`src/rtl/lcd_port_defines.svh`:
```
/*
 * Constants of the panel host port: register offsets, strap codes,
 * serial header layout and field positions.
 * Assumes it is included by bare name from the rtl files.
 */
`ifndef LCD_PORT_DEFINES_SVH
`define LCD_PORT_DEFINES_SVH

// ----------------------------------------------------------------
// register map (byte addresses)
// ----------------------------------------------------------------
`define REG_STATUS 8'h00
`define REG_CTRL 8'h04
`define REG_INDEX 8'h08
`define REG_CDATA 8'h0C
`define REG_RDIDX 8'h10
`define REG_RDCTL 8'h14
`define REG_PIXEL 8'h18
`define REG_PXCNT 8'h1C

`define CTRL_RESET 32'h0000_0001
`define CTRL_PX_EN 0
`define ST_WR_FLAG 4
`define ST_PX_FLAG 5
`define ST_RD_FLAG 6
`define ST_BAD_STRAP 7

// ----------------------------------------------------------------
// strap codes {im3, im2, im1, im0}
// ----------------------------------------------------------------
`define IM_P16 4'b0010
`define IM_P8 4'b0011
`define IM_SER 4'b010?
`define IM_P18 4'b1010
`define IM_P9 4'b1011

// ----------------------------------------------------------------
// serial header: {device code, id, index select, rw}, rw high means read
// ----------------------------------------------------------------
`define SER_DEV_CODE 5'h0E
`define SER_HDR_BITS 5'h08
`define SER_DATA_BITS 5'h10

`endif

```
`src/rtl/lcd_port_pkg.sv`:
```
/*
 * Types shared by the panel host port modules.
 * Assumes nothing beyond a SystemVerilog compiler.
 */
package lcd_port_pkg;
	typedef enum logic [2:0] {
		MODE_NONE,
		MODE_P16,
		MODE_P8,
		MODE_P18,
		MODE_P9,
		MODE_SER
	} bus_mode_t;

	typedef enum logic [1:0] {
		SER_HDR,
		SER_DATA,
		SER_SKIP
	} ser_state_t;
endpackage : lcd_port_pkg

```
`src/rtl/serial_link.sv`:
```
/*
 * Clocked serial link of the panel host port: header with device code,
 * id, index select and rw, then 16-bit words in or one 16-bit word out, MSB first.
 * Assumes sclk_i and sdi_i are already synchronised to clk_i and that
 * enable_i falls when the frame ends.
 */
`timescale 1ns/1ps
`include "lcd_port_defines.svh"

module serial_link (
	input wire logic clk_i,
	input wire logic rst_i,
	input wire logic enable_i,
	input wire logic sclk_i,
	input wire logic sdi_i,
	input wire logic id_i,
	input wire logic [15:0] rd_idx_i,
	input wire logic [15:0] rd_ctl_i,
	output logic wr_pulse_o,
	output logic wr_isel_o,
	output logic [15:0] wr_data_o,
	output logic rd_start_o,
	output logic sdo_o,
	output logic sdo_oe_o
);
	import lcd_port_pkg::*;

	ser_state_t state_q, state_d;
	logic sclk_q, sclk_d;
	logic [15:0] sh_q, sh_d;
	logic [4:0] cnt_q, cnt_d;
	logic isel_q, isel_d, rw_q, rw_d, sdo_q, sdo_d, wr_q, wr_d, rds_q, rds_d;
	logic rise, fall;

	assign rise = sclk_i & ~sclk_q;
	assign fall = ~sclk_i & sclk_q;

	always_comb begin
		state_d = state_q;
		sclk_d = sclk_i;
		sh_d = sh_q;
		cnt_d = cnt_q;
		isel_d = isel_q;
		rw_d = rw_q;
		sdo_d = sdo_q;
		wr_d = 1'b0;
		rds_d = 1'b0;
		if (!enable_i) begin
			state_d = SER_HDR;
			cnt_d = 5'h00;
		end else begin
			unique case (state_q)
				SER_HDR: begin
					if (rise) begin
						sh_d = {sh_q[14:0], sdi_i};
						cnt_d = cnt_q + 5'h01;
						if (cnt_q + 5'h01 == `SER_HDR_BITS) begin
							cnt_d = 5'h00;
							isel_d = sh_q[0];
							rw_d = sdi_i;
							if (sh_q[6:1] == {`SER_DEV_CODE, id_i}) begin
								state_d = SER_DATA;
								if (sdi_i) begin
									sh_d = sh_q[0] ? rd_ctl_i : rd_idx_i;
									rds_d = 1'b1;
								end
							end else begin
								state_d = SER_SKIP;
							end
						end
					end
				end
				SER_DATA: begin
					if (rw_q) begin
						if (fall) begin
							sdo_d = sh_q[15];
							sh_d = {sh_q[14:0], 1'b0};
						end
					end else if (rise) begin
						sh_d = {sh_q[14:0], sdi_i};
						cnt_d = cnt_q + 5'h01;
						if (cnt_q + 5'h01 == `SER_DATA_BITS) begin
							cnt_d = 5'h00;
							wr_d = 1'b1;
						end
					end
				end
				SER_SKIP: begin
				end
			endcase
		end
	end

	always_ff @(posedge clk_i) begin
		if (rst_i) begin
			state_q <= SER_HDR;
			sclk_q <= 1'b1;
			sh_q <= 16'h0000;
			cnt_q <= 5'h00;
			isel_q <= 1'b0;
			rw_q <= 1'b0;
			sdo_q <= 1'b0;
			wr_q <= 1'b0;
			rds_q <= 1'b0;
		end else begin
			state_q <= state_d;
			sclk_q <= sclk_d;
			sh_q <= sh_d;
			cnt_q <= cnt_d;
			isel_q <= isel_d;
			rw_q <= rw_d;
			sdo_q <= sdo_d;
			wr_q <= wr_d;
			rds_q <= rds_d;
		end
	end

	assign wr_pulse_o = wr_q;
	assign wr_isel_o = isel_q;
	assign wr_data_o = sh_q;
	assign rd_start_o = rds_q;
	assign sdo_o = sdo_q;
	assign sdo_oe_o = enable_i & (state_q == SER_DATA) & rw_q;
endmodule : serial_link

```
`src/rtl/lcd_host_port.sv`:
```
/*
 * Host port of a small panel driver: strap-selected 8/9/16/18-bit
 * strobe bus or clocked serial link, 18-bit RGB pixel port, and an
 * Avalon-MM register slave that shows what the host wrote and supplies
 * what the host reads.
 * Assumes every pin input is asynchronous to clk_i; the strobe pins
 * must stay in each level for at least three clk_i cycles.
 */
// The placing of the registers and the Avalon-MM interface to the registers are this design's own decisions.
`timescale 1ns/1ps
`include "lcd_port_defines.svh"

module lcd_host_port (
	input wire logic clk_i,
	input wire logic rst_i,
	input wire logic [7:0] avs_address_i,
	input wire logic avs_read_i,
	input wire logic avs_write_i,
	input wire logic [31:0] avs_writedata_i,
	input wire logic [3:0] avs_byteenable_i,
	output logic [31:0] avs_readdata_o,
	output logic avs_waitrequest_o,
	input wire logic hardware_init_n_i,
	input wire logic hardware_init2_n_i,
	input wire logic [2:0] interface_mode_straps_i,
	input wire logic mode_or_code_strap_i,
	input wire logic select_n_i,
	input wire logic register_index_select_i,
	input wire logic store_strobe_n_i,
	input wire logic read_strobe_n_i,
	input wire logic [17:0] parallel_data_bus_i,
	output logic [17:0] parallel_data_bus_o,
	output logic [17:0] parallel_data_bus_oe_o,
	input wire logic [17:0] rgb_pixel_bus_i,
	input wire logic pixel_clock_i,
	input wire logic pixel_enable_i,
	input wire logic pixel_valid_i,
	input wire logic line_sync_n_i,
	input wire logic frame_sync_n_i,
	output logic graphics_memory_we_o,
	output logic [17:0] graphics_memory_wdata_o
);
	import lcd_port_pkg::*;

	// ------------------------------------------------------------
	// helpers
	// ------------------------------------------------------------
	function automatic bus_mode_t strap_mode(input logic [3:0] s);
		casez (s)
			`IM_P16: strap_mode = MODE_P16;
			`IM_P8: strap_mode = MODE_P8;
			`IM_SER: strap_mode = MODE_SER;
			`IM_P18: strap_mode = MODE_P18;
			`IM_P9: strap_mode = MODE_P9;
			default: strap_mode = MODE_NONE;
		endcase
	endfunction : strap_mode

	function automatic logic [31:0] be_merge(input logic [31:0] old, input logic [31:0] nw,
			input logic [3:0] be);
		be_merge = old;
		for (int i = 0; i < 4; i++) begin
			if (be[i]) begin
				be_merge[i*8 +: 8] = nw[i*8 +: 8];
			end
		end
	endfunction : be_merge

	// ------------------------------------------------------------
	// pin synchronisers
	// ------------------------------------------------------------
	localparam int SW = 18 + 18 + 3 + 1 + 2 + 4 + 5;
	logic [SW-1:0] pin_raw, meta_q, sync_q;
	assign pin_raw = {parallel_data_bus_i, rgb_pixel_bus_i, interface_mode_straps_i,
		mode_or_code_strap_i, hardware_init_n_i, hardware_init2_n_i,
		select_n_i, register_index_select_i, store_strobe_n_i, read_strobe_n_i,
		pixel_clock_i, pixel_enable_i, pixel_valid_i, line_sync_n_i, frame_sync_n_i};
	// no reset here: the straps must already be settled when reset lifts
	always_ff @(posedge clk_i) begin
		meta_q <= pin_raw;
		sync_q <= meta_q;
	end

	logic [17:0] db_s, px_s;
	logic [3:0] strap_s;
	logic init_s, init2_s, sel_n_s, isel_s, st_n_s, rd_n_s;
	logic pclk_s, pen_s, pvld_s, ls_n_s, fs_n_s;
	assign {db_s, px_s, strap_s, init_s, init2_s, sel_n_s, isel_s, st_n_s, rd_n_s,
		pclk_s, pen_s, pvld_s, ls_n_s, fs_n_s} = sync_q;

	logic core_rst;
	assign core_rst = rst_i | ~init_s | ~init2_s;

	// ------------------------------------------------------------
	// link state
	// ------------------------------------------------------------
	bus_mode_t mode_q, mode_d;
	logic boot_q, boot_d, id_q, id_d, st_n_q, st_n_d, rd_n_q, rd_n_d;
	logic pclk_q, pclk_d, ls_q, ls_d, fs_q, fs_d;
	logic wr_evt, wr_isel, rd_evt, is_par, is_ser, sel;
	logic [17:0] wr_word, par_word, dout_q, dout_d;
	logic ser_wr, ser_isel, ser_rds, ser_sdo, ser_oe;
	logic [15:0] ser_data;
	logic [31:0] rdidx_q, rdctl_q;

	assign is_par = (mode_q != MODE_NONE) && (mode_q != MODE_SER);
	assign is_ser = (mode_q == MODE_SER);
	assign sel = ~sel_n_s;

	always_comb begin
		unique case (mode_q)
			MODE_P16: par_word = {2'b00, db_s[17:10], db_s[8:1]};
			MODE_P8: par_word = {10'h000, db_s[17:10]};
			MODE_P9: par_word = {9'h000, db_s[17:9]};
			default: par_word = db_s;
		endcase
	end

	always_comb begin
		mode_d = mode_q;
		id_d = id_q;
		boot_d = 1'b0;
		st_n_d = st_n_s;
		rd_n_d = rd_n_s;
		pclk_d = pclk_s;
		ls_d = ls_n_s;
		fs_d = fs_n_s;
		// straps caught once, at the first cycle after reset release
		if (boot_q) begin
			mode_d = strap_mode(strap_s);
			id_d = strap_s[0];
		end
		// read word picked by index select
		unique case (mode_q)
			MODE_P16: dout_d = {rdctl_q[15:8], 1'b0, rdctl_q[7:0], 1'b0};
			MODE_P8: dout_d = {rdctl_q[7:0], 10'h000};
			MODE_P9: dout_d = {rdctl_q[8:0], 9'h000};
			default: dout_d = rdctl_q[17:0];
		endcase
		if (!isel_s) begin
			unique case (mode_q)
				MODE_P16: dout_d = {rdidx_q[15:8], 1'b0, rdidx_q[7:0], 1'b0};
				MODE_P8: dout_d = {rdidx_q[7:0], 10'h000};
				MODE_P9: dout_d = {rdidx_q[8:0], 9'h000};
				default: dout_d = rdidx_q[17:0];
			endcase
		end
	end

	always_ff @(posedge clk_i) begin
		if (core_rst) begin
			mode_q <= MODE_NONE;
			id_q <= 1'b0;
			boot_q <= 1'b1;
			st_n_q <= 1'b1;
			rd_n_q <= 1'b1;
			pclk_q <= 1'b0;
			ls_q <= 1'b1;
			fs_q <= 1'b1;
			dout_q <= 18'h00000;
		end else begin
			mode_q <= mode_d;
			id_q <= id_d;
			boot_q <= boot_d;
			st_n_q <= st_n_d;
			rd_n_q <= rd_n_d;
			pclk_q <= pclk_d;
			ls_q <= ls_d;
			fs_q <= fs_d;
			dout_q <= dout_d;
		end
	end

	// store strobe doubles as shift clock
	serial_link serial_link_i (
		.clk_i(clk_i),
		.rst_i(core_rst),
		.enable_i(is_ser & sel),
		.sclk_i(st_n_s),
		.sdi_i(db_s[0]),
		.id_i(id_q),
		.rd_idx_i(rdidx_q[15:0]),
		.rd_ctl_i(rdctl_q[15:0]),
		.wr_pulse_o(ser_wr),
		.wr_isel_o(ser_isel),
		.wr_data_o(ser_data),
		.rd_start_o(ser_rds),
		.sdo_o(ser_sdo),
		.sdo_oe_o(ser_oe)
	);

	// capture at the strobe's closing edge
	assign wr_evt = (is_par & sel & st_n_s & ~st_n_q) | ser_wr;
	assign wr_isel = is_ser ? ser_isel : isel_s;
	assign wr_word = is_ser ? {2'b00, ser_data} : par_word;
	assign rd_evt = (is_par & sel & ~rd_n_s & rd_n_q) | ser_rds;

	// drive while read strobe low; serial uses line 1 only
	always_comb begin
		parallel_data_bus_o = dout_q;
		parallel_data_bus_oe_o = (is_par & sel & ~rd_n_s) ? 18'h3FFFF : 18'h00000;
		if (is_ser) begin
			parallel_data_bus_o = {16'h0000, ser_sdo, 1'b0};
			parallel_data_bus_oe_o = {16'h0000, ser_oe, 1'b0};
		end
	end

	// ------------------------------------------------------------
	// pixel port
	// ------------------------------------------------------------
	logic [31:0] ctrl_q, ctrl_d, idx_q, idx_d, cdata_q, cdata_d, rdidx_d, rdctl_d;
	logic [17:0] pix_q, pix_d;
	logic [15:0] col_q, col_d, line_q, line_d;
	logic gwe_q, gwe_d, px_take;

	// one word per pixel clock rise
	assign px_take = pclk_s & ~pclk_q & pen_s & pvld_s & ctrl_q[`CTRL_PX_EN];

	always_comb begin
		pix_d = pix_q;
		col_d = col_q;
		line_d = line_q;
		gwe_d = px_take;
		if (px_take) begin
			pix_d = px_s;
			col_d = col_q + 16'h0001;
		end
		if (!ls_n_s && ls_q) begin
			col_d = 16'h0000;
			line_d = line_q + 16'h0001;
		end
		if (!fs_n_s && fs_q) begin
			line_d = 16'h0000;
		end
	end

	always_ff @(posedge clk_i) begin
		if (core_rst) begin
			pix_q <= 18'h00000;
			col_q <= 16'h0000;
			line_q <= 16'h0000;
			gwe_q <= 1'b0;
		end else begin
			pix_q <= pix_d;
			col_q <= col_d;
			line_q <= line_d;
			gwe_q <= gwe_d;
		end
	end

	assign graphics_memory_we_o = gwe_q;
	assign graphics_memory_wdata_o = pix_q;

	// ------------------------------------------------------------
	// register slave
	// ------------------------------------------------------------
	logic [2:0] flag_q, flag_d;
	logic ack_q, ack_d;
	logic [31:0] rdata_q, rdata_d;
	logic req, wr_go;

	assign req = avs_read_i | avs_write_i;
	assign avs_waitrequest_o = req & ~ack_q;
	// a write commits only at the edge that ends the wait state
	assign wr_go = avs_write_i & ack_q;

	always_comb begin
		ack_d = req & ~ack_q;
		ctrl_d = ctrl_q;
		rdidx_d = rdidx_q;
		rdctl_d = rdctl_q;
		idx_d = idx_q;
		cdata_d = cdata_q;
		flag_d = flag_q;
		rdata_d = rdata_q;
		if (wr_go) begin
			unique case (avs_address_i)
				`REG_CTRL: ctrl_d = be_merge(ctrl_q, avs_writedata_i, avs_byteenable_i);
				`REG_RDIDX: rdidx_d = be_merge(rdidx_q, avs_writedata_i, avs_byteenable_i);
				`REG_RDCTL: rdctl_d = be_merge(rdctl_q, avs_writedata_i, avs_byteenable_i);
				`REG_STATUS: begin
					if (avs_byteenable_i[0]) begin
						flag_d = flag_q & ~avs_writedata_i[`ST_RD_FLAG:`ST_WR_FLAG];
					end
				end
				default: begin
				end
			endcase
		end
		// hardware set wins over a same-cycle clear
		flag_d = flag_d | {rd_evt, gwe_q, wr_evt};
		if (wr_evt) begin
			if (wr_isel) begin
				cdata_d = {14'h0000, wr_word};
			end else begin
				idx_d = {14'h0000, wr_word};
			end
		end
		if (avs_read_i & ~ack_q) begin
			unique case (avs_address_i)
				`REG_STATUS: rdata_d = {24'h000000, mode_q == MODE_NONE, flag_q, id_q, mode_q};
				`REG_CTRL: rdata_d = ctrl_q;
				`REG_INDEX: rdata_d = idx_q;
				`REG_CDATA: rdata_d = cdata_q;
				`REG_RDIDX: rdata_d = rdidx_q;
				`REG_RDCTL: rdata_d = rdctl_q;
				`REG_PIXEL: rdata_d = {14'h0000, pix_q};
				`REG_PXCNT: rdata_d = {line_q, col_q};
				default: rdata_d = 32'h0000_0000;
			endcase
		end
	end

	always_ff @(posedge clk_i) begin
		if (core_rst) begin
			ack_q <= 1'b0;
			ctrl_q <= `CTRL_RESET;
			rdidx_q <= 32'h0000_0000;
			rdctl_q <= 32'h0000_0000;
			idx_q <= 32'h0000_0000;
			cdata_q <= 32'h0000_0000;
			flag_q <= 3'h0;
			rdata_q <= 32'h0000_0000;
		end else begin
			ack_q <= ack_d;
			ctrl_q <= ctrl_d;
			rdidx_q <= rdidx_d;
			rdctl_q <= rdctl_d;
			idx_q <= idx_d;
			cdata_q <= cdata_d;
			flag_q <= flag_d;
			rdata_q <= rdata_d;
		end
	end

	assign avs_readdata_o = rdata_q;
endmodule : lcd_host_port

```
`config.mk`:
```
export PLATFORM = sky130hd
export DESIGN_NAME = lcd_host_port
export DESIGN_NICKNAME = d
export VERILOG_FILES = /design/src/rtl/lcd_port_pkg.sv /design/src/rtl/serial_link.sv /design/src/rtl/lcd_host_port.sv
export VERILOG_INCLUDE_DIRS = /design/src /design/src/rtl
export SDC_FILE = /design/constraint.sdc
export NUM_CORES = 1
export LEC_CHECK = 0
export BUFFER_PORTS_ARGS = -buffer_cell sky130_fd_sc_hd__buf_2
export CORE_MARGIN = 8
export CORE_UTILIZATION = 52
export CTS_CLUSTER_DIAMETER = 80
export CTS_CLUSTER_SIZE = 24
export DETAILED_ROUTE_END_ITERATION = 8
export PLACE_DENSITY = 0.75
export SKIP_CTS_REPAIR_TIMING = 1
export SKIP_LAST_GASP = 1
export SYNTH_ARGS = -nofsm -noshare
export SYNTH_HDL_FRONTEND = slang
export SYNTH_HIERARCHICAL = 1
export SYNTH_SLANG_ARGS = --single-unit
```
`constraint.sdc`:
```
create_clock -name clk_i -period 2.8 [get_ports clk_i]
set_input_delay 0.56 -clock clk_i [delete_from_list [all_inputs] [get_ports clk_i]]
set_output_delay 0.56 -clock clk_i [all_outputs]
set_load 0.02 [all_outputs]
```
Word-level counts from Yosys, hierarchy flattened:

Cells that the tools add are included.

* flip-flop bits (word level): 377
* input port bits: 99
* output and inout bits: 88
* word-level logic and storage cells: 176

* add/sub/neg operators: 3
* equal/unequal tests: 26
* mux-type cells: 33
* bitwise operators: 40
* reductions and logical operators: 34

Operator list (number)
* $pmux W32 S8: 1
* $pmux W18 S3: 3
* $mux W16: 8
* $mux W18: 5
* $reduce_and A3 Y1: 13
* $add A16 B1 Y16 const B: 2
* $eq A8 B5 Y1 const B: 4
* $pmux W16 S2: 1
* $mux W5: 5
* $and A1 B1 Y1: 17
* $eq A8 B4 Y1 const B: 2
* $not A1 Y1: 15
* $pmux W3 S5: 1
* $reduce_and A4 Y1: 3
* $pmux W5 S2: 1
* $mux W3: 3
* $eq A4 B2 Y1 const B: 2
* $eq A4 B4 Y1 const B: 2
* $eq A8 B3 Y1 const B: 1
* $logic_not A8 Y1: 1
* $eq A3 B2 Y1 const B: 2
* $eq A3 B3 Y1 const B: 2
* $eq A6 B5 Y1: 1
* $ne A3 B3 Y1 const B: 2
* other kinds (25): 39

Longest topological paths before layout:

* depth after elaboration: 7
* mapped depth: 10
* depth with buffers taken out: 7

Modules after synthesis:

Netlist, hierarchy kept.

By module, submodules not included
* lcd_host_port: instances 1, cells each 1397, area an instance 13609.3 sq um, sequential area each 6986.7 sq um
* serial_link: instances 1, cells each 192, area an instance 1685.4 sq um, sequential area each 580.6 sq um

Worst setup path before layout:

OpenSTA, ideal clock, no wires.

* path kind: register to output
* start point: reg mode_q[2]
* end point: out parallel_data_bus_oe_o[10]
* data arrival time: 2.329 ns
* data required time: 2.240 ns
* setup slack: -0.089 ns
* cell stages (with the launch flop): 5
* buffers on the path: 1
* cells stage by stage: dfxtp_1 -> xor2_1 -> nor2_1 -> nor3_1 -> buf_4

* longest elaborated chain between the ends: 6
* elaborated cells on any way between the ends: 8
* classes of those cells: 2 x eq/ne; 2 x mux; 2 x bitwise; 2 x reduce/logical

RTL lines
* start: declaration: RTL line lcd_host_port.sv:97 `bus_mode_t mode_q, mode_d;`
* start signal: assignment: RTL line lcd_host_port.sv:162 `mode_q <= mode_d;`
* $ne A3 B3 Y1 or $reduce_bool A3 Y1 (tied branches): RTL line lcd_host_port.sv:106 `assign is_par = (mode_q != MODE_NONE) && (mode_q != MODE_SER);`
* $logic_and A1 B1 Y1: RTL line lcd_host_port.sv:106
* $and A1 B1 Y1 (2 in series): RTL line lcd_host_port.sv:201 `parallel_data_bus_oe_o = (is_par & sel & ~rd_n_s) ? 18'h3FFFF : 18'h00000;`
* $mux W18: RTL line lcd_host_port.sv:201
* $mux W18 (*): RTL line lcd_host_port.sv:202 `if (is_ser) begin`
* end: declaration: RTL line lcd_host_port.sv:33 `output logic [17:0] parallel_data_bus_oe_o,`

Every way passes the cells marked *; elsewhere a longest branch is shown, timed or not.

Worst setup path after layout:

* start point: reg mode_q[0]
* end point: out parallel_data_bus_oe_o[13]

The elaborated chain is that of the path after synthesis.

==> impl_metrics.csv <==
group,metric,value,unit
worst_hold_path,hp-class,"in -> reg",
power_and_ir_drop,p_int,7.09,mW
final_layout,nFillCells,2536,
die,dieArea,0.0352,mm²
power_and_ir_drop,pwr-share-seq,0.603,
power_and_ir_drop,pwr-share-comb,0.050,
power_and_ir_drop,power_density,532,mW/mm²
sta,finalSetupViolations,0,
setup_path,crit_chain,"buf_6, xor2_1, nor2_1, nor3_2, buf_4, buf_2",
routing,vias,12700,
final_layout,syn_to_final_growth,12.2,%
synth,yosys_register_bits,378,
routing,ant_nets,0,
outcome,status,"completed",
die,ioPinCount,187,
power_and_ir_drop,switching_power,2.05,mW
sta,tns,0,ns
synth,synth_edf_count,0,
setup_path,crit_path_end_kind,"output port",
synth,ys_warn_count,6,
setup_path,r2r_cells,6,
setup_path,reg2reg_to,"serial_link_i/wr_data_o[12]",
clocking,clock_sinks,378,
sta,worstMarginPinSlew,1.16,ns
sta,slew_headroom,0.220,
grt,grt_pass1_vias,12000,
place,globalplace.congestion,0.963,
clocking,cts_tree,"yes",
routing,drt-pass1-iter-count,8,
die,die_w,188,µm
synth,syn_area,0.0153,mm²
sta,slew_violations,0,
die,core,0.0289,mm²
setup_path,cp-start-kind,"flop",
power_and_ir_drop,peakVddDrop,0.000472,V
grt,grt_pass1_wl,70900,µm
clocking,clock_latency,0.54,ns
job,maxCapViolCount,0,
synth,syn_nets,1692,
final_layout,final_cells,2121,
sta,fmax,378,MHz
sta,period_share,0.946,
worst_hold_path,hold-path-endpoint,"meta_q[1]",
final_layout,drive_gt1_frac,0.197,
final_layout,fin_util,0.595,
clocking,numCtsBuffers,20,
setup_path,rr_startpoint,"serial_link_i/cnt_q[0]",
clocking,htree_levels,1,
routing,vias_per_cell,5.98,
place,pre_cts_ws,0.199,ns
grt,grt_max_degree,70,
setup_path,critical_path_class,"reg -> out",
synth,async_flop_share,0,
final_layout,multi_input_area,0.00706,mm²
synth,seq_area_frac_synth,0.495,
power_and_ir_drop,p_leak,6.43,nW
synth,ys_top_cells_by_area,"dfxtp_1, mux2i_1, nor2_1",
clocking,clk_path_buf_depth,3,
final_layout,nets,1832,
die,placementRows,62,
worst_hold_path,hp-start,"line_sync_n_i",
power_and_ir_drop,finalPower,9.14,mW
synth,yosysMostFrequentCell,"dfxtp_1",
clocking,root_buffer,"clkbuf_16",
place,dp_hpwl,33600,µm
grt,grt_antenna_before_repair,4,
sta,skew,0.0192,ns
setup_path,crit_fanout,21,
synth,syn_avg_cell_area,9.63,µm²
routing,wire_per_inst,21.8,µm
synth,syn_inst,1589,
place,place.port_buffers,186,
grt,overflow,0,
routing,drt_iter0_markers,1487,
power_and_ir_drop,pwr-share-clk,0.348,
setup_path,cp_data_required_time,2.24,ns
setup_path,slowest_stage,"dfxtp_1",
final_layout,regArea,0.00757,mm²
place,placed_cells,2091,
die,initial_utilization,0.530,
power_and_ir_drop,switching_share,0.224,
sta,min_period,2.65,ns
die,fp.dieH,188,µm
setup_path,r2r_slack,0.26,ns
sta,worst_slack,0.152,ns
setup_path,critical-path-max-stage-delay,0.40,ns
synth,yosys.area.top_type_share,0.495,
synth,synth-main-ff-cell,"dfxtp_1",
grt,track_usage,0.252,
sta,hold_viol_final,0,
setup_path,cp_data_arrival_time,2.09,ns
sta,rsz0062_at_grt,"false",
routing,drcViolationCount,0,
clocking,clk_pin_slew,0.09,ns
routing,wl,46200,µm
synth,yosys-top-cells-count,"dfxtp_1, nor2_1, nand2_1, mux2i_1, a21oi_1",
synth,synthDistinctLibCells,83,
worst_hold_path,holdPathStages,1,
synth,synth_top_area_cell,"dfxtp_1",
==> cells by family after synthesis <==
family	Yosys count	synth area share
adders and majority gates	4	0.00327
and+or+nand+nor	525	0.165
AOI/OAI and AO/OA	342	0.151
buffers and inverters	139	0.0439
xor gates and xnor gates	33	0.0194
DFF	378	0.495
muxes	168	0.123
==> cell type report <==
cell class	count	area share
diodes	3	0.000437
clock buffers	22	0.0308
clock inverters	5	0.00364
inverters	19	0.00430
multi-input cells	1072	0.412
flip-flops and latches	378	0.441
well taps	384	0.0280
repair buffers	238	0.0803
==> power groups by stage <==
stage / Combinational, mW / Clock (mW) / Sequential [mW]
floorplan: 0.258 / 0 / 5.61
global placement: 0.441 / 0 / 5.63
detailed placement: 0.445 / 0 / 5.63
CTS: 0.447 / 3.24 / 5.51
global route: 0.487 / 3.44 / 5.52
finish: 0.455 / 3.18 / 5.51
==> critical path: cells and delay by family, from the launching register on <==
| family | cells | cell delay (ns) |
|---|---|---|
| xor+xnor | 1 | 0.25 |
| simple gates | 2 | 0.23 |
| buf+inv | 3 | 0.66 |
| flops | 1 | 0.40 |
==> registers in the layout (all words and copies together), names as in the netlist, 2 cells and up <==
register                 cells
serial_link_i/state_q        2
graphics_memory_wdata_o     18
meta_q                      51
mode_q                       3
line_q                      16
ctrl_q                      32
rdidx_q                     32
rdctl_q                     32
serial_link_i/cnt_q          5
dout_q                      18
flag_q                       3
cdata_q                     18
sync_q                      51
col_q                       16
avs_readdata_o              32
serial_link_i/wr_data_o     16
idx_q                       18
==> worst max-delay path by stage <==
| stage | from | to | slack, ns | cells past startpoint |
|---|---|---|---|---|
| floorplan | rst_i | serial_link_i/wr_data_o[2] | 0.14 | 9 |
| global placement | avs_address_i[2] | avs_readdata_o[3] | 0.18 | 6 |
| detailed placement | avs_address_i[2] | avs_readdata_o[3] | 0.20 | 6 |
| CTS | mode_q[1] | parallel_data_bus_o[1] | 0.05 | 4 |
| global route | mode_q[0] | parallel_data_bus_oe_o[0] | 0.008 | 6 |
| finish | mode_q[0] | parallel_data_bus_oe_o[13] | 0.15 | 6 |
==> placed cells by master, fill, tap and decap left out, types with 7 or more instances in the layout <==
master     instances
buf_2            186
mux2i_1          123
a311oi_1           9
buf_4             46
mux2_2            32
o21ai_1           11
nand2_1          144
nor2_1           183
o22ai_1           22
inv_1             17
a21oi_1           78
mux4_2            12
a221o_1           10
or3_1              9
nor3b_1            7
and2_1            20
dfxtp_1          377
xor2_1            19
nand2b_1          12
nor2b_1           12
o311ai_1          11
or4_1             10
a22oi_1           45
nor3_1            20
nand4_1           19
xnor2_1           13
nor2_2             8
nand3_1           34
a211oi_1          22
o21ai_0           64
clkbuf_16         21
and3_1            11
o2bb2ai_1          9
a221oi_1          18
==> metal layers <==
layer	global-route usage	share of wire	routed length [µm]	vias up
li1	-	-	-	5943
met1	0.354	0.44	20300	6031
met2	0.385	0.44	20100	618
met3	0.0518	0.093	4270	78
met4	0.0761	0.032	1470	4
met5	0	0.00052	24	-
==> metrics by stage <==
| step | hold slack, ns | instance area [µm²] |
|---|---|---|
| 2_1_floorplan | 0.310 | 15300 |
| 3_3_place_gp | 0.311 | 16600 |
| 3_5_place_dp | 0.312 | 16600 |
| 4_1_cts | 0.102 | 17100 |
| 5_1_grt | 0.100 | 17200 |
| 6_report | 0.123 | 17200 |
(Power assumes the default switching activity.)
